$ cat src/hdl/smbh_pkg.sv
// shared constants for the serial host register block
// assumes one system clock and one register port per instance
package smbh_pkg;
  // clock rates
  localparam int SMBH_SYS_CLK_HZ = 40_000_000; // actual system clock
  localparam int SMBH_REF_CLK_HZ = 100_000_000; // rate the divider was sized for
  // system clocks per divider unit in one half period of the serial clock
  localparam int SMBH_HALF_MULT = 4;

  // register slots, instance 0 and instance 1
  localparam logic [31:0] SMBH_XTRA_OFF_0 = 32'h1006_0000;
  localparam logic [31:0] SMBH_FREQ_OFF_0 = 32'h1006_0010;
  localparam logic [31:0] SMBH_FREQ_OFF_1 = 32'h1006_0018;
  localparam logic [31:0] SMBH_STAT_OFF_0 = 32'h1006_0020;
  localparam logic [31:0] SMBH_STAT_OFF_1 = 32'h1006_0028;
  localparam logic [31:0] SMBH_CMD_OFF_0 = 32'h1006_0030;
  localparam logic [31:0] SMBH_CMD_OFF_1 = 32'h1006_0038;
  localparam logic [31:0] SMBH_CTRL_OFF_0 = 32'h1006_0060;
  localparam logic [31:0] SMBH_CTRL_OFF_1 = 32'h1006_0068;
  localparam int SMBH_SLOT_LSB = 3; // each slot is 64 bits wide

  // divider field
  localparam int SMBH_DIV_W = 13;
  localparam logic [12:0] SMBH_DIV_RST = 13'h007d;

  // control bits
  localparam int SMBH_CTL_ERR_EN = 0;
  localparam int SMBH_CTL_FIN_EN = 1;
  localparam int SMBH_CTL_SDA_OUT = 4;
  localparam int SMBH_CTL_SDA_DIR = 5;
  localparam int SMBH_CTL_SCL_OUT = 6;
  localparam int SMBH_CTL_DIRECT = 7;
  localparam logic [7:0] SMBH_CTL_RST = 8'h00;
  localparam logic [7:0] SMBH_CTL_MASK = 8'hf3; // bits 3:2 reserved

  // status bits
  localparam int SMBH_ST_BUSY = 0;
  localparam int SMBH_ST_ERR = 1;
  localparam int SMBH_ST_ETYPE = 2;
  localparam int SMBH_ST_REF = 6;
  localparam int SMBH_ST_SDA = 7;

  // command bytes
  localparam logic [15:0] SMBH_CMD_RST = 16'h0000;
  localparam logic [3:0] SMBH_TYPE_RD1 = 4'h5; // first byte captured
  localparam logic [3:0] SMBH_TYPE_RD2 = 4'h6; // both bytes captured
endpackage

$ cat src/hdl/smbh_regs.sv
// register file and line control for one serial host interface
// assumes a protocol engine on the same clock and open-drain pads outside
// Contract
// software idles first region before leaving boot
// cleared boot bit sends next fetch parallel
// boot mode may stay during relocated fetches
// each register sits in 64-bit slot
// software writes full implemented width
// serial clock is sysclk over eight times divider
// software picks 31 or 1250 for speeds
// command bytes sent after address byte
// extended reads capture received command bytes
// read gives captured, write sets outgoing
// control bit 0 gates error interrupt
// busy fall raises completion, status read clears
// control bit 7 selects direct line mode
// data driven only when direction bit set; engine mode drives data on i_eng_sda_low whatever bit 5 holds
// direct mode drives bit 6 onto clock
// status bit 0 shows transfer in progress
// writing one clears error and its interrupt
// status 6,7 show reference and data
// counter reloads every divider times four
`timescale 1ns/1ps
module smbh_regs
  import smbh_pkg::*;
#(
  parameter int INST = 0, // 0 or 1, picks the register slots
  parameter int DIV_W = SMBH_DIV_W
) (
  // clock and reset
  input wire logic i_clk_sys,
  input wire logic i_rst,
  // register port in the i/o space
  input wire logic [31:0] i_reg_addr,
  input wire logic i_reg_wr,
  input wire logic i_reg_rd,
  input wire logic [63:0] i_reg_wdata,
  output logic [63:0] o_reg_rdata,
  output logic o_reg_rvalid,
  // protocol engine status
  input wire logic i_eng_busy,
  input wire logic i_eng_err,
  input wire logic i_eng_err_retry,
  input wire logic i_eng_scl_low,
  input wire logic i_eng_sda_low,
  // protocol engine received bytes
  input wire logic i_rx_valid,
  input wire logic i_rx_second,
  input wire logic [7:0] i_rx_byte,
  input wire logic [3:0] i_xfer_type,
  input wire logic i_xfer_ext,
  // protocol engine command bytes
  output logic [7:0] o_cmd_lo,
  output logic [7:0] o_cmd_hi,
  output logic o_scl_ref,
  // boot routing
  input wire logic i_serial_boot,
  input wire logic i_fetch_valid,
  input wire logic i_fetch_cs0,
  input wire logic i_fetch_cs1,
  output logic o_fetch_serial,
  output logic o_fetch_generic,
  // pins
  input wire logic i_sda,
  output logic o_scl,
  output logic o_scl_oe,
  output logic o_sda,
  output logic o_sda_oe,
  // interrupts
  output logic o_err_irq,
  output logic o_finish_irq
);
  // slot match on the 64-bit aligned address
  function automatic logic slot_hit(input logic [31:0] a,
                                    input logic [31:0] off);
    slot_hit = (a[31:SMBH_SLOT_LSB] == off[31:SMBH_SLOT_LSB]);
  endfunction

  // pick the slot of this instance
  function automatic logic [31:0] pick(input logic [31:0] off0,
                                       input logic [31:0] off1);
    pick = (INST == 0) ? off0 : off1;
  endfunction

  localparam logic [31:0] FREQ_OFF = pick(SMBH_FREQ_OFF_0, SMBH_FREQ_OFF_1);
  localparam logic [31:0] STAT_OFF = pick(SMBH_STAT_OFF_0, SMBH_STAT_OFF_1);
  localparam logic [31:0] CMD_OFF = pick(SMBH_CMD_OFF_0, SMBH_CMD_OFF_1);
  localparam logic [31:0] CTRL_OFF = pick(SMBH_CTRL_OFF_0, SMBH_CTRL_OFF_1);

  // software visible state
  logic [DIV_W-1:0] divider; // serial clock divider
  logic [7:0] control; // enables and direct line bits
  logic [7:0] cmd_tx_lo; // outgoing command low byte
  logic [7:0] cmd_tx_hi; // outgoing command high byte
  logic [7:0] cmd_rx_lo; // captured first byte
  logic [7:0] cmd_rx_hi; // captured second byte
  logic err_flag; // sticky error
  logic err_kind; // set on retry failure, clear on missing ack
  logic fin_flag; // sticky completion event
  logic busy_q; // busy one cycle ago
  // pin synchroniser, three stages
  logic sda_s1;
  logic sda_s2;
  logic sda_s3;
  logic sda_level; // filtered pin level
  // reference from the clock generator
  logic scl_ref;

  // address decode, one wire per slot
  wire hit_freq = slot_hit(i_reg_addr, FREQ_OFF);
  wire hit_stat = slot_hit(i_reg_addr, STAT_OFF);
  wire hit_cmd = slot_hit(i_reg_addr, CMD_OFF);
  wire hit_ctrl = slot_hit(i_reg_addr, CTRL_OFF);

  // write strobes; only the low implemented bytes are taken, so a narrow
  // write from software loads whatever the bus holds into the upper bits of the field
  wire wr_freq = i_reg_wr & hit_freq;
  wire wr_stat = i_reg_wr & hit_stat;
  wire wr_cmd = i_reg_wr & hit_cmd;
  wire wr_ctrl = i_reg_wr & hit_ctrl;
  wire rd_stat = i_reg_rd & hit_stat;

  // control fields
  wire direct = control[SMBH_CTL_DIRECT];
  wire err_en = control[SMBH_CTL_ERR_EN];
  wire fin_en = control[SMBH_CTL_FIN_EN];

  // busy falling edge marks the end of a transfer
  wire busy_fall = busy_q & ~i_eng_busy;

  // error flag: set wins over the write-one clear
  wire err_clr = wr_stat & i_reg_wdata[SMBH_ST_ERR];
  wire next_err_flag = i_eng_err | (err_flag & ~err_clr);

  // completion flag: set wins over the clearing status read
  wire fin_set = busy_fall & fin_en;
  wire next_fin_flag = fin_set | (fin_flag & ~rd_stat);

  // capture conditions for extended reads
  wire ext_rd1 = i_xfer_ext & ((i_xfer_type == SMBH_TYPE_RD1)
                               | (i_xfer_type == SMBH_TYPE_RD2));
  wire ext_rd2 = i_xfer_ext & (i_xfer_type == SMBH_TYPE_RD2);
  wire cap_lo = i_rx_valid & ~i_rx_second & ext_rd1;
  wire cap_hi = i_rx_valid & i_rx_second & ext_rd2;

  // status word as software sees it
  logic [7:0] status;
  assign status[SMBH_ST_BUSY] = i_eng_busy;
  assign status[SMBH_ST_ERR] = err_flag;
  assign status[SMBH_ST_ETYPE] = err_kind;
  assign status[5:3] = 3'b000; // reserved, clock pin level not offered
  assign status[SMBH_ST_REF] = direct & scl_ref;
  assign status[SMBH_ST_SDA] = direct & sda_level;

  // read mux; unmapped slots and unimplemented bits read zero
  wire [63:0] rd_freq = {{(64 - DIV_W){1'b0}}, divider};
  wire [63:0] rd_stat_w = {56'h0000_0000_0000_00, status};
  wire [63:0] rd_cmd = {48'h0000_0000_0000, cmd_rx_hi, cmd_rx_lo};
  wire [63:0] rd_ctrl = {56'h0000_0000_0000_00, control};
  wire [63:0] rd_mux = hit_freq ? rd_freq :
                       hit_stat ? rd_stat_w :
                       hit_cmd ? rd_cmd :
                       hit_ctrl ? rd_ctrl : 64'h0000_0000_0000_0000;

  // pin drive in both modes
  // direct: clock pin follows bit 6, data follows bit 4 under bit 5
  // engine: open drain, pull low on request
  wire next_scl = direct ? control[SMBH_CTL_SCL_OUT] : 1'b0;
  wire next_scl_oe = direct ? 1'b1 : i_eng_scl_low;
  wire next_sda = direct ? control[SMBH_CTL_SDA_OUT] : 1'b0;
  wire next_sda_oe = direct ? control[SMBH_CTL_SDA_DIR]
                            : i_eng_sda_low;

  // divider register, reset gives the standard speed
  always_ff @(posedge i_clk_sys) begin
    if (i_rst) begin
      divider <= DIV_W'(SMBH_DIV_RST);
    end else if (wr_freq) begin
      divider <= i_reg_wdata[DIV_W-1:0];
    end
  end

  // control register, reserved bits kept at zero
  always_ff @(posedge i_clk_sys) begin
    if (i_rst) begin
      control <= SMBH_CTL_RST;
    end else if (wr_ctrl) begin
      control <= i_reg_wdata[7:0] & SMBH_CTL_MASK;
    end
  end

  // outgoing command bytes, held for the next write transfer
  always_ff @(posedge i_clk_sys) begin
    if (i_rst) begin
      cmd_tx_lo <= SMBH_CMD_RST[7:0];
      cmd_tx_hi <= SMBH_CMD_RST[15:8];
    end else if (wr_cmd) begin
      cmd_tx_lo <= i_reg_wdata[7:0];
      cmd_tx_hi <= i_reg_wdata[15:8];
    end
  end

  // captured command bytes from the last extended read
  always_ff @(posedge i_clk_sys) begin
    if (i_rst) begin
      cmd_rx_lo <= SMBH_CMD_RST[7:0];
      cmd_rx_hi <= SMBH_CMD_RST[15:8];
    end else begin
      if (cap_lo) begin
        cmd_rx_lo <= i_rx_byte;
      end
      if (cap_hi) begin
        cmd_rx_hi <= i_rx_byte;
      end
    end
  end

  // bytes handed to the engine; it sends low after the address and
  // high only in extended mode, so both are always offered
  always_ff @(posedge i_clk_sys) begin
    if (i_rst) begin
      o_cmd_lo <= SMBH_CMD_RST[7:0];
      o_cmd_hi <= SMBH_CMD_RST[15:8];
    end else begin
      o_cmd_lo <= cmd_tx_lo;
      o_cmd_hi <= cmd_tx_hi;
    end
  end

  // error flag and its kind
  always_ff @(posedge i_clk_sys) begin
    if (i_rst) begin
      err_flag <= 1'b0;
      err_kind <= 1'b0;
    end else begin
      err_flag <= next_err_flag;
      if (i_eng_err) begin
        err_kind <= i_eng_err_retry;
      end
    end
  end

  // busy history and completion flag
  always_ff @(posedge i_clk_sys) begin
    if (i_rst) begin
      busy_q <= 1'b0;
      fin_flag <= 1'b0;
    end else begin
      busy_q <= i_eng_busy;
      fin_flag <= next_fin_flag;
    end
  end

  // interrupt outputs; the error mask only gates, the flag stays; the finish mask gates the flag set
  // trade-off: one cycle after the engine event, in step with the flag, but glitch free
  always_ff @(posedge i_clk_sys) begin
    if (i_rst) begin
      o_err_irq <= 1'b0;
      o_finish_irq <= 1'b0;
    end else begin
      o_err_irq <= next_err_flag & err_en;
      o_finish_irq <= next_fin_flag;
    end
  end

  // data pin synchroniser; stage one feeds only stage two
  always_ff @(posedge i_clk_sys) begin
    if (i_rst) begin
      sda_s1 <= 1'b1;
      sda_s2 <= 1'b1;
      sda_s3 <= 1'b1;
    end else begin
      sda_s1 <= i_sda;
      sda_s2 <= sda_s1;
      sda_s3 <= sda_s2;
    end
  end

  // accept a level only when the last two stages agree
  always_ff @(posedge i_clk_sys) begin
    if (i_rst) begin
      sda_level <= 1'b1;
    end else if (sda_s2 == sda_s3) begin
      sda_level <= sda_s3;
    end
  end

  // pin drivers, registered so the pads see no decode glitches
  always_ff @(posedge i_clk_sys) begin
    if (i_rst) begin
      o_scl <= 1'b0;
      o_scl_oe <= 1'b0;
      o_sda <= 1'b0;
      o_sda_oe <= 1'b0;
    end else begin
      o_scl <= next_scl;
      o_scl_oe <= next_scl_oe;
      o_sda <= next_sda;
      o_sda_oe <= next_sda_oe;
    end
  end

  // read response one cycle after the strobe
  always_ff @(posedge i_clk_sys) begin
    if (i_rst) begin
      o_reg_rdata <= 64'h0000_0000_0000_0000;
      o_reg_rvalid <= 1'b0;
    end else begin
      o_reg_rvalid <= i_reg_rd;
      if (i_reg_rd) begin
        o_reg_rdata <= rd_mux;
      end
    end
  end

  // serial clock reference
  smbh_clkgen #(
    .DIV_W(DIV_W)
  ) u_clkgen (
    .i_clk_sys(i_clk_sys),
    .i_rst(i_rst),
    .i_div(divider),
    .o_ref(scl_ref)
  );

  // engine copy of the reference, registered for the output rule
  always_ff @(posedge i_clk_sys) begin
    if (i_rst) begin
      o_scl_ref <= 1'b0;
    end else begin
      o_scl_ref <= scl_ref;
    end
  end

  // boot fetch routing; software must idle the region before it
  // clears the boot bit, nothing here can recover a lost fetch
  smbh_boot_steer u_steer (
    .i_clk_sys(i_clk_sys),
    .i_rst(i_rst),
    .i_serial_boot(i_serial_boot),
    .i_fetch_valid(i_fetch_valid),
    .i_fetch_cs0(i_fetch_cs0),
    .i_fetch_cs1(i_fetch_cs1),
    .o_fetch_serial(o_fetch_serial),
    .o_fetch_generic(o_fetch_generic)
  );
endmodule

$ cat src/hdl/smbh_clkgen.sv
// serial clock reference generator
// assumes the divider value comes from a register on the same clock
`timescale 1ns/1ps
module smbh_clkgen
  import smbh_pkg::*;
#(
  parameter int DIV_W = SMBH_DIV_W
) (
  // clock and reset
  input wire logic i_clk_sys,
  input wire logic i_rst,
  // divider from the register file
  input wire logic [DIV_W-1:0] i_div,
  // reference output
  output logic o_ref
);
  localparam int CNT_W = DIV_W + 2; // holds div times four

  logic [CNT_W-1:0] cnt; // cycles left in this half period
  logic [CNT_W-1:0] reload; // half period length
  wire div_zero = (i_div == '0);

  // zero would stall the clock, so treat it as one
  assign reload = div_zero ? CNT_W'(SMBH_HALF_MULT)
                           : CNT_W'({i_div, 2'b00});

  // count down, toggle on reload; a new divider takes effect at reload
  always_ff @(posedge i_clk_sys) begin
    if (i_rst) begin
      cnt <= '0;
      o_ref <= 1'b0;
    end else if (cnt <= CNT_W'(1)) begin
      cnt <= reload;
      o_ref <= ~o_ref;
    end else begin
      cnt <= cnt - CNT_W'(1);
    end
  end
endmodule

$ cat src/hdl/smbh_boot_steer.sv
// routes first chip-select fetches to the serial or the parallel bus
// assumes the boot bit is a level from system configuration, same clock
`timescale 1ns/1ps
module smbh_boot_steer
  import smbh_pkg::*;
(
  // clock and reset
  input wire logic i_clk_sys,
  input wire logic i_rst,
  // boot mode level
  input wire logic i_serial_boot,
  // fetch request
  input wire logic i_fetch_valid,
  input wire logic i_fetch_cs0,
  input wire logic i_fetch_cs1,
  // routing pulses
  output logic o_fetch_serial,
  output logic o_fetch_generic
);
  // the level is read in the fetch cycle itself, so the first fetch
  // after the clearing write already goes to the parallel bus
  wire to_serial = i_fetch_valid & i_fetch_cs0 & i_serial_boot;
  // second region never looks at the boot bit, so boot mode can stay on
  wire to_generic = i_fetch_valid & ((i_fetch_cs0 & ~i_serial_boot)
                                     | i_fetch_cs1);

  // register the decisions
  always_ff @(posedge i_clk_sys) begin
    if (i_rst) begin
      o_fetch_serial <= 1'b0;
      o_fetch_generic <= 1'b0;
    end else begin
      o_fetch_serial <= to_serial;
      o_fetch_generic <= to_generic;
    end
  end
endmodule

$ cat config.mk
export PLATFORM = sky130hd
export DESIGN_NAME = smbh_regs
export DESIGN_NICKNAME = d
export VERILOG_FILES = /design/src/hdl/smbh_pkg.sv /design/src/hdl/smbh_regs.sv /design/src/hdl/smbh_clkgen.sv /design/src/hdl/smbh_boot_steer.sv
export SDC_FILE = /design/constraint.sdc
export NUM_CORES = 1
export LEC_CHECK = 0
export ABC_AREA = 1
export BUFFER_PORTS_ARGS = -buffer_cell sky130_fd_sc_hd__buf_4
export CORE_ASPECT_RATIO = 0.9
export CORE_UTILIZATION = 40
export CTS_CLUSTER_SIZE = 8
export DETAILED_ROUTE_END_ITERATION = 8
export PLACE_DENSITY = 0.68
export SLEW_MARGIN = 20
export SYNTH_ARGS = -nofsm -noshare
export SYNTH_HDL_FRONTEND = slang
export SYNTH_SLANG_ARGS = --single-unit
$ cat constraint.sdc
create_clock -name i_clk_sys -period 2.5 [get_ports i_clk_sys]
set_input_delay 0.125 -clock i_clk_sys [delete_from_list [all_inputs] [get_ports i_clk_sys]]
set_output_delay 0.125 -clock i_clk_sys [all_outputs]
set_load 0.005 [all_outputs]
==> results of run 1 <==
## worst min-delay path: stages
cell and delay (ps):
buf_4 110, nor2_1 90, a211oi_1 50
## sequential cells by signal, summed over array words and instances (netlist names), 6 cells and up
signal,count
o_cmd_lo,8
o_reg_rdata,16
u_clkgen.cnt,15
cmd_tx_hi,8
o_cmd_hi,8
cmd_rx_hi,8
divider,13
control,6
cmd_tx_lo,8
cmd_rx_lo,8
## power groups by stage
stage | combinational [mW] | clock [mW] | sequential [mW]
final | 0.854 | 2.48 | 2.05
after global routing | 0.973 | 2.62 | 2.06
after CTS | 0.853 | 2.50 | 2.05
after detailed placement | 0.809 | 0 | 2.09
after global placement | 0.801 | 0 | 2.09
after floorplan | 0.626 | 0 | 2.07
## cell type report
class	instances	area [sq um]	share of cell area, %
clock buffers	24	481.7	6.951
repair buffers	149	1191	17.19
flip-flops and latches	116	2322	33.51
inverters	83	311.5	4.495
clock inverters	8	123.9	1.787
multi-input cells	480	2295	33.11
well taps	164	205.2	2.961
## cells in the mapped netlist (all sizes together), types with 3 or more instances
cell / instances / area (sq um)
o211ai: 6 / 45.04
buf: 54 / 405.4
o21ai: 52 / 260.3
nand3: 54 / 275.3
dfxtp: 116 / 2322
a211oi: 15 / 112.6
nand4: 5 / 31.28
nor3: 3 / 26.28
clkbuf: 18 / 67.56
nor2: 144 / 589.3
o21a: 6 / 45.04
or2: 3 / 18.77
xor2: 9 / 78.83
nand2: 92 / 370.3
nor4: 6 / 37.54
inv: 82 / 307.8
a21oi: 28 / 147.6
## how the worst max path moves through the flow
stage	endpoint	slack [ps]	cells past startpoint
after floorplan	u_clkgen.cnt[14]	1090	8
after global placement	u_clkgen.cnt[13]	810	8
after detailed placement	u_clkgen.cnt[13]	770	8
after CTS	u_clkgen.cnt[13]	770	8
after global routing	u_clkgen.cnt[4]	610	8
final	u_clkgen.cnt[13]	750	8
## cells by family after synthesis
group	synth area share, %
xor+xnor	1.676
fa+ha+maj	0.4789
simple gates	26.05
compound gates	12.26
buf+inv	15.01
other cells	0.07177
flops	44.44
## metal layers
layer  share of wire (%)  wire, microns  track usage (%)
met1                  48           6096            27.09
met3                 9.7           1245            7.541
met2                  42           5362            28.13
met5                   0              0                0
met4                0.97            124            5.691
## per-stage QoR
stage               power (mW)  hold WS [ps]  area (sq um)
floorplan                2.699         228.8          5401
global placement         2.889         310.7          6035
global route             5.656         5.530          6930
finish                   5.381         11.34          6930
CTS                      5.407         1.066          6930
detailed placement       2.899         311.8          6035
## what timing repair did
action,CTS,global route
endpoints found under the hold margin,30,0
resized for setup,0,0
hold buffers,29,0
==> flow_metrics.tcl, run 1 <==
set metrics [dict create \
    final_common_cell "nor2_1" \
    worstSetupStartpointType "flop" \
    via_count 4673 \
    worst_setup_path_end_kind "flop" \
    status "complete, no violations" \
    r2r-end "u_clkgen.cnt[13]" \
    finalWorstSetupSlack_ps 745.5 \
    die_x_microns 122.5 \
    n_antenna_cell 0 \
    die_y_microns 110.4 \
    area_growth_pct 32.64 \
    place.gp.congestion 0.8196 \
    switching_share_pct 26.08 \
    hp-start "i_reg_wdata[15]" \
    first_global_vias 4236 \
    cts_buffer_depth 2 \
    worstPathRequired_ps 2790 \
    portBuffers 115 \
    clk_root_buffer_cell "clkbuf_16" \
    detail_route.first_pass.iterations 4 \
    cp_slowest_cell "dfxtp_1" \
    dp.final_hpwl_microns 9109 \
    ys_ff_latch 116 \
    htree_levels 4 \
    final_util_pct 54.42 \
    holdPathEnd "cmd_tx_hi[7]" \
    antenna_found_initial 0 \
    gr-total-overflow 0 \
    clock.fmax_mhz 570.0 \
    slowest_delay_ps 350 \
    r2r_cells 8 \
    grt_pass1_wl_microns 20670 \
    hold_viol 0 \
    antenna_left 0 \
    rsz0062_at_grt "no" \
    internal_power_mw 3.978 \
    cts_made_buffers 17 \
    cpMostUsedCell "nor2_1" \
    die-area_sq_um 13520 \
    start_util_pct 41.03 \
    final_cell_mix "nor2_1, buf_4, dfxtp_1" \
    path_clk_slew_ps 50 \
    setup_viol 0 \
    cts_tree "built" \
    fp.coreArea_sq_um 12740 \
    irDropWorstVdd_mv 0.4351 \
    p_leak_nw 3.311 \
    worstSetupPathType "flop to flop" \
    postSynthAreaPerCell_sq_um 7.422 \
    combPwrFrac_pct 15.9 \
    synthCells 704 \
    nets 974 \
    critPathTopFamily "simple AND/OR/NAND/NOR gates" \
    startpoint "u_clkgen.cnt[2]" \
    insertion_delay_ps 400 \
    grt.total_usage_pct 19.64 \
    rr_startpoint "u_clkgen.cnt[2]" \
    n_fill_cell 1231 \
    seq_power_share_pct 38.1 \
    async_flop_share_pct 0 \
    drc 0 \
    tns_ps 0 \
    cap_violations 0 \
    p_sw_mw 1.403 \
    dp_slack_ps 774.7 \
    drive_gt1_share_pct 20.12 \
    drt_iter0_drc 206 \
    placed_cells 963 \
    clkPwrFrac_pct 46.0 \
    crit_fanout 15 \
    ff2ff_setup_slack_ps 750 \
    ys_seq_area_share_pct 44.44 \
    ys_warn_count 0 \
    drv_slew 0 \
    clock_sinks 116 \
    grt_max_degree 46 \
    via_per_inst 4.563 \
    critPathArrivalTime_ps 2050 \
    cp_num_buf_inv 1 \
    io_pins 215 \
    post_cts_buffers 0 \
    powerDensity_nw_per_um2 776.4 \
    synth_ff_type "dfxtp_1" \
    worstPathCellList "nor2_4, nand4_1, nor2_1, nand3_1, nand2_2, inv_1, o21ai_0, nor2_1" \
    synth-edff-count 0 \
    synth_cell_types 39 \
    hold_depth 3 \
    syn_area_sq_um 5225 \
    rows 39 \
    avgRoutedWirePerCell_microns 12.53 \
    period_needed_ps 1755 \
    fin_cells 1024 \
    min_path_type "input port to flop" \
    fin_skew_ps 6.124 \
    totalWireLength_microns 12830 \
    min_period_over_period_pct 70.18 \
]
(Power assumes the default switching activity.)
==> inputs of run 2 (changes only) <==
--- a/config.mk
+++ b/config.mk
@@ -5,13 +5,13 @@
 export SDC_FILE = /design/constraint.sdc
 export NUM_CORES = 1
 export LEC_CHECK = 0
-export ABC_AREA = 1
+export ABC_AREA = 0
 export BUFFER_PORTS_ARGS = -buffer_cell sky130_fd_sc_hd__buf_4
 export CORE_ASPECT_RATIO = 0.9
 export CORE_UTILIZATION = 40
 export CTS_CLUSTER_SIZE = 8
 export DETAILED_ROUTE_END_ITERATION = 8
-export PLACE_DENSITY = 0.68
+export PLACE_DENSITY = 0.71
 export SLEW_MARGIN = 20
 export SYNTH_ARGS = -nofsm -noshare
 export SYNTH_HDL_FRONTEND = slang
==> constraint.sdc (replaced) <==
create_clock -name i_clk_sys -period 1.4 [get_ports i_clk_sys]
set_input_delay 0.07 -clock i_clk_sys [delete_from_list [all_inputs] [get_ports i_clk_sys]]
set_output_delay 0.07 -clock i_clk_sys [all_outputs]
set_load 0.005 [all_outputs]
==> flow_metrics.tcl, run 2 <==
set metrics [dict create \
    top_layer_used "met4" \
    ys_warn_count 0 \
    critPathTopFamily "simple AND/OR/NAND/NOR gates" \
    p_leak_nw 3.273 \
    cts_made_buffers 17 \
    drc 0 \
    slowest_delay_ps 530 \
    top_register "o_reg_rdata" \
    rows 38 \
    wl_met1_microns 6042 \
    grt_pass1_wl_microns 21930 \
    cp_slowest_cell "or4_4" \
    drv_slew 0 \
    area_growth_pct 51.80 \
    start_util_pct 41.88 \
    largest_register_ff_count 16 \
    antenna_left 0 \
    synth.most_common_cell "dfxtp_1" \
    io_pins 215 \
    synth_cell_types 58 \
    drt_iter0_drc 278 \
    startpoint "u_clkgen.cnt[14]" \
    n_antenna_cell 0 \
    async_flop_share_pct 0 \
    place.gp.congestion 0.8615 \
    dp_slack_ps -477.3 \
    violations "negative setup slack" \
    postSynthAreaPerCell_sq_um 9.498 \
    hp-start "i_eng_err" \
    ys_seq_area_share_pct 45.03 \
    rsz0062_at_grt "yes" \
    path_clk_slew_ps 50 \
    grt_max_degree 45 \
    fin_area_sq_um 7829 \
    first_global_vias 4497 \
    antenna_found_initial 0 \
    worst_setup_path_end_kind "flop" \
    detail_route.first_pass.iterations 4 \
    die-area_sq_um 13350 \
    min_period_over_period_pct 126.7 \
    powerDensity_nw_per_um2 1508 \
    portBuffers 115 \
    clock.fmax_mhz 563.9 \
    period_needed_ps 1773 \
    final_common_cell "buf_4" \
    fp.coreArea_sq_um 12310 \
    totalWireLength_microns 13760 \
    cts_buffer_depth 2 \
    status "complete, but fails checks" \
    avgRoutedWirePerCell_microns 14.61 \
    synthCells 543 \
    fin_skew_ps 7.546 \
    clk_root_buffer_cell "clkbuf_16" \
    tns_ps -4895 \
    rr_startpoint "u_clkgen.cnt[14]" \
    grt.total_usage_pct 21.43 \
    via_per_inst 4.862 \
    ys_ff_latch 116 \
    synth_area_leaders "dfxtp_1, buf_4, mux2i_1" \
    worstPathRequired_ps 1720 \
    finalWorstSetupSlack_ps -373.4 \
    nets 896 \
    cts_tree "built" \
    die_y_microns 109.7 \
    drive_gt1_share_pct 36.70 \
    synth-edff-count 0 \
    wl_met2_microns 6966 \
    top_regs "o_reg_rdata: 16 flops, u_clkgen.cnt: 15 flops, divider: 13 flops" \
    final_cell_mix "buf_4, dfxtp_1, nor2_1" \
    cp_num_buf_inv 1 \
    yosysTopAreaCell "dfxtp_1" \
    worstSetupPathType "flop to flop" \
    syn_area_sq_um 5157 \
    htree_levels 4 \
    worstPathCellList "or4_4, or3_4, buf_12, a311oi_2" \
    worstSetupStartpointType "flop" \
    die_x_microns 121.7 \
    yosys.area.top_type_share_pct 45.03 \
    crit_fanout 6 \
    placed_area_sq_um 6604 \
    wl_met3_microns 565 \
    irDropWorstVdd_mv 0.9263 \
    ys_top_cells_by_count "dfxtp_1, nor2_1, nand2_1" \
    min_path_type "input port to flop" \
    n_fill_cell 967 \
    clock_sinks 116 \
    gr-total-overflow 0 \
    via_count 4580 \
    cap_violations 0 \
    hold_viol 0 \
    dp.final_hpwl_microns 9786 \
    critPathArrivalTime_ps 2100 \
    insertion_delay_ps 410 \
    hold_slack_ps 22.27 \
    synth_ff_type "dfxtp_1" \
    setup_viol 16 \
]
run 2: cell types whose count changed after synthesis, sizes merged, moves of 8 or more:
cell | before | now
inv | 82 | 5
nand2 | 92 | 52
nor2b | 0 | 31
mux2i | 0 | 32
xnor2 | 1 | 10
nor2 | 144 | 66
nor3 | 3 | 12
a311oi | 0 | 8
nand3 | 54 | 12
o21ai | 52 | 5
run 2: final timing paths:
| path | end | slack (ps) | depth (start not counted) |
|---|---|---|---|
| worst max-delay path | u_clkgen.cnt[5] | -370 | 4 |
| worst min register to register | sda_s2 | 420 | 1 |
| worst max register to register | u_clkgen.cnt[5] | -370 | 4 |
| worst min-delay path | err_flag | 20 | 3 |
run 2: area by class of cell:
cell class                 count  area [sq um]  area share [%]
clock inverter                 8         143.9           1.838
sequential                   116          2326           29.71
inverter                       5         18.77          0.2397
timing repair buffer         234          1959           25.03
multi-input combinational    395          2669           34.09
clock buffer                  24         511.7           6.537
tap                          160         200.2           2.557
run 2: worst register-to-register path: stages (launching register included):
cell and delay [ps]:
dfxtp_2 320, or4_4 530, or3_4 470, buf_12 180
a311oi_2 190
run 2: where the power goes:
group,total (mW),switching [mW],internal (mW)
Sequential,3.75,0.181,3.57
Clock,4.72,1.47,3.25
Combinational,3.33,1.49,1.84
Total,11.8,3.14,8.67
run 2: metrics by stage:
step	cells	util (%)	power [mW]
floorplan	590	-	5.600
global placement	863	53.63	6.456
detailed placement	863	53.63	6.543
CTS	936	63.00	11.77
global route	942	63.57	12.35
finish	942	63.57	11.81
run 2: per-layer routing:
metal,up-vias,track usage (%)
met1,2186,26.10
met3,18,4.564
met4,0,8.025
met2,129,37.09
met5,-,0
li1,2247,-
run 2: repair_timing:
item,4_1_cts,5_1_grt
hold buffers,39,0
gates cloned,1,0
hold endpoints to repair,62,0
setup buffers,2,6
pin swaps,7,5
endpoints found under the setup margin,16,19
gates resized for setup,21,6
run 2: cells by family (layout without fill, tap and decap cells):
family / after synthesis / after routing / share of synthesized area [%]
AND/OR/NAND/NOR: 218 / 218 / 23.56
AO/OA/AOI/OAI: 81 / 81 / 12.28
XOR/XNOR: 14 / 14 / 2.377
adder cells (fa/ha/maj): 2 / 2 / 0.4851
buffers and inverters: 79 / 271 / 9.995
multiplexers: 32 / 32 / 6.211
other: 1 / 48 / 0.07271
flip-flops: 116 / 116 / 45.03
==> inputs of run 3 (changes only) <==
--- a/config.mk
+++ b/config.mk
@@ -11,7 +11,7 @@
 export CORE_UTILIZATION = 40
 export CTS_CLUSTER_SIZE = 8
 export DETAILED_ROUTE_END_ITERATION = 8
-export PLACE_DENSITY = 0.71
+export PLACE_DENSITY = 0.69
 export SLEW_MARGIN = 20
 export SYNTH_ARGS = -nofsm -noshare
 export SYNTH_HDL_FRONTEND = slang
==> constraint.sdc (replaced) <==
create_clock -name i_clk_sys -period 1.7 [get_ports i_clk_sys]
set_input_delay 0.085 -clock i_clk_sys [delete_from_list [all_inputs] [get_ports i_clk_sys]]
set_output_delay 0.085 -clock i_clk_sys [all_outputs]
set_load 0.005 [all_outputs]
==> flow_metrics.tcl, run 3 (synthesis results as in run 2) <==
set metrics [dict create \
    die-area_sq_um 13350 \
    fp.coreArea_sq_um 12310 \
    top_layer_used "met4" \
    top_register "o_reg_rdata" \
    status "complete, but fails checks" \
    final_common_cell "buf_4" \
    die_y_microns 109.7 \
    grt_pass1_wl_microns 20760 \
    first_global_vias 4251 \
    wl_met2_microns 6497 \
    p_leak_nw 2.916 \
    cap_violations 0 \
    period_needed_ps 1767 \
    worstPathCellList "or4_4, or3_4, a311oi_2, a211oi_2" \
    drt_iter0_drc 240 \
    dp.final_hpwl_microns 9078 \
    cts_tree "built" \
    detail_route.first_pass.iterations 6 \
    fin_cells 892 \
    place.gp.congestion 0.8203 \
    hold_slack_ps 51.05 \
    worstSetupPathType "flop to flop" \
    cts_buffer_depth 2 \
    nets 846 \
    drive_gt1_share_pct 31.83 \
    top_regs "o_reg_rdata: 16 flops, u_clkgen.cnt: 15 flops, divider: 13 flops" \
    violations "negative setup slack" \
    grt_max_degree 85 \
    path_clk_slew_ps 50 \
    cp_slowest_cell "or4_4" \
    die_x_microns 121.7 \
    ff2ff_setup_slack_ps -70 \
    via_count 4377 \
    cts_made_buffers 17 \
    finalWorstSetupSlack_ps -67.27 \
    avgRoutedWirePerCell_microns 14.64 \
    drv_slew 0 \
    worst_setup_path_end_kind "flop" \
    gr-total-overflow 0 \
    io_pins 215 \
    antenna_left 0 \
    powerDensity_nw_per_um2 1211 \
    fin_area_sq_um 7222 \
    fin_skew_ps 6.350 \
    htree_levels 4 \
    irDropWorstVdd_mv 0.6730 \
    rsz0062_at_grt "yes" \
    min_path_type "input port to flop" \
    min_period_over_period_pct 104.0 \
    clock_sinks 116 \
    placed_cells 825 \
    area_growth_pct 40.03 \
    start_util_pct 41.88 \
    n_fill_cell 1028 \
    totalWireLength_microns 13060 \
    insertion_delay_ps 400 \
    drc 0 \
    n_antenna_cell 0 \
    final_util_pct 58.65 \
    via_per_inst 4.907 \
    hold_viol 0 \
    dp_slack_ps -171.0 \
    slowest_delay_ps 530 \
    final_cell_mix "buf_4, dfxtp_1, nor2_1" \
    cp_num_buf_inv 0 \
    placed_area_sq_um 6260 \
    wl_met1_microns 5857 \
    crit_fanout 7 \
    critPathArrivalTime_ps 2040 \
    portBuffers 115 \
    rows 38 \
    wl_met3_microns 568 \
    setup_viol 12 \
    grt.total_usage_pct 20.40 \
    antenna_found_initial 0 \
    clock.fmax_mhz 565.8 \
    critPathTopFamily "simple AND/OR/NAND/NOR gates" \
    worstPathRequired_ps 1970 \
    largest_register_ff_count 16 \
    clk_root_buffer_cell "clkbuf_16" \
    worstSetupStartpointType "flop" \
]
## run 3: cell types whose count changed in the layout (fill, tap and decap cells not counted), moves of 3 or more
cell	previous run	this run
clkinvlp_4	0	3
clkbuf_8	6	2
nor4_4	4	1
bufinv_16	4	1
nor2_1	53	56
buf_4	184	143
nor4_2	0	3
clkinv_2	3	6
dlygate4sd3_1	39	34
## run 3: cell type report
cell class              count  area [sq um]  area share, %
multi-input cells         395          2594          35.91
flip-flops and latches    116          2326          32.21
repair buffers            184          1536          21.28
clock buffers              22         464.2          6.428
well taps                 160         200.2          2.772
clock inverters            10         82.58          1.143
inverters                   5         18.77         0.2599
## run 3: tightest hold or removal path: stages
cell and delay (ps):
buf_4 130, o21bai_1 130, a31oi_1 50
## run 3: stage by stage
| stage | TNS, ps | total power, mW |
|---|---|---|
| after CTS | -205.2 | 8.696 |
| after global placement | -1375 | 5.110 |
| after floorplan | -570.5 | 4.607 |
| after global routing | -1057 | 9.144 |
| final | -434.9 | 8.744 |
| after detailed placement | -2564 | 5.188 |
## run 3: metal layers
metal  vias up  track usage (%)
met5         -                0
met4         0            7.231
met2       133            34.46
met3        10            4.824
met1      2093            25.40
li1       2141                -
## run 3: final timing paths
path               startpoint               to  depth (start not counted)
max          u_clkgen.cnt[14]  u_clkgen.cnt[2]                          4
min                 i_eng_err         err_flag                          3
max reg2reg  u_clkgen.cnt[14]  u_clkgen.cnt[2]                          4
min reg2reg            sda_s1           sda_s2                          1
## run 3: power by group
| part | total [mW] | switching (mW) | internal [mW] |
|---|---|---|---|
| combinational | 2.35 | 1.10 | 1.25 |
| clock | 3.29 | 1.22 | 2.07 |
| sequential | 3.11 | 0.170 | 2.94 |
## run 3: what timing repair did
| item | in CTS | in global routing |
|---|---|---|
| hold buffers | 34 | 0 |
| hold endpoints to repair | 60 | 0 |
| buffers inserted | 0 | 1 |
| resized for setup | 13 | 5 |
| endpoints found under the setup margin | 12 | 14 |
| pin swaps | 1 | 2 |
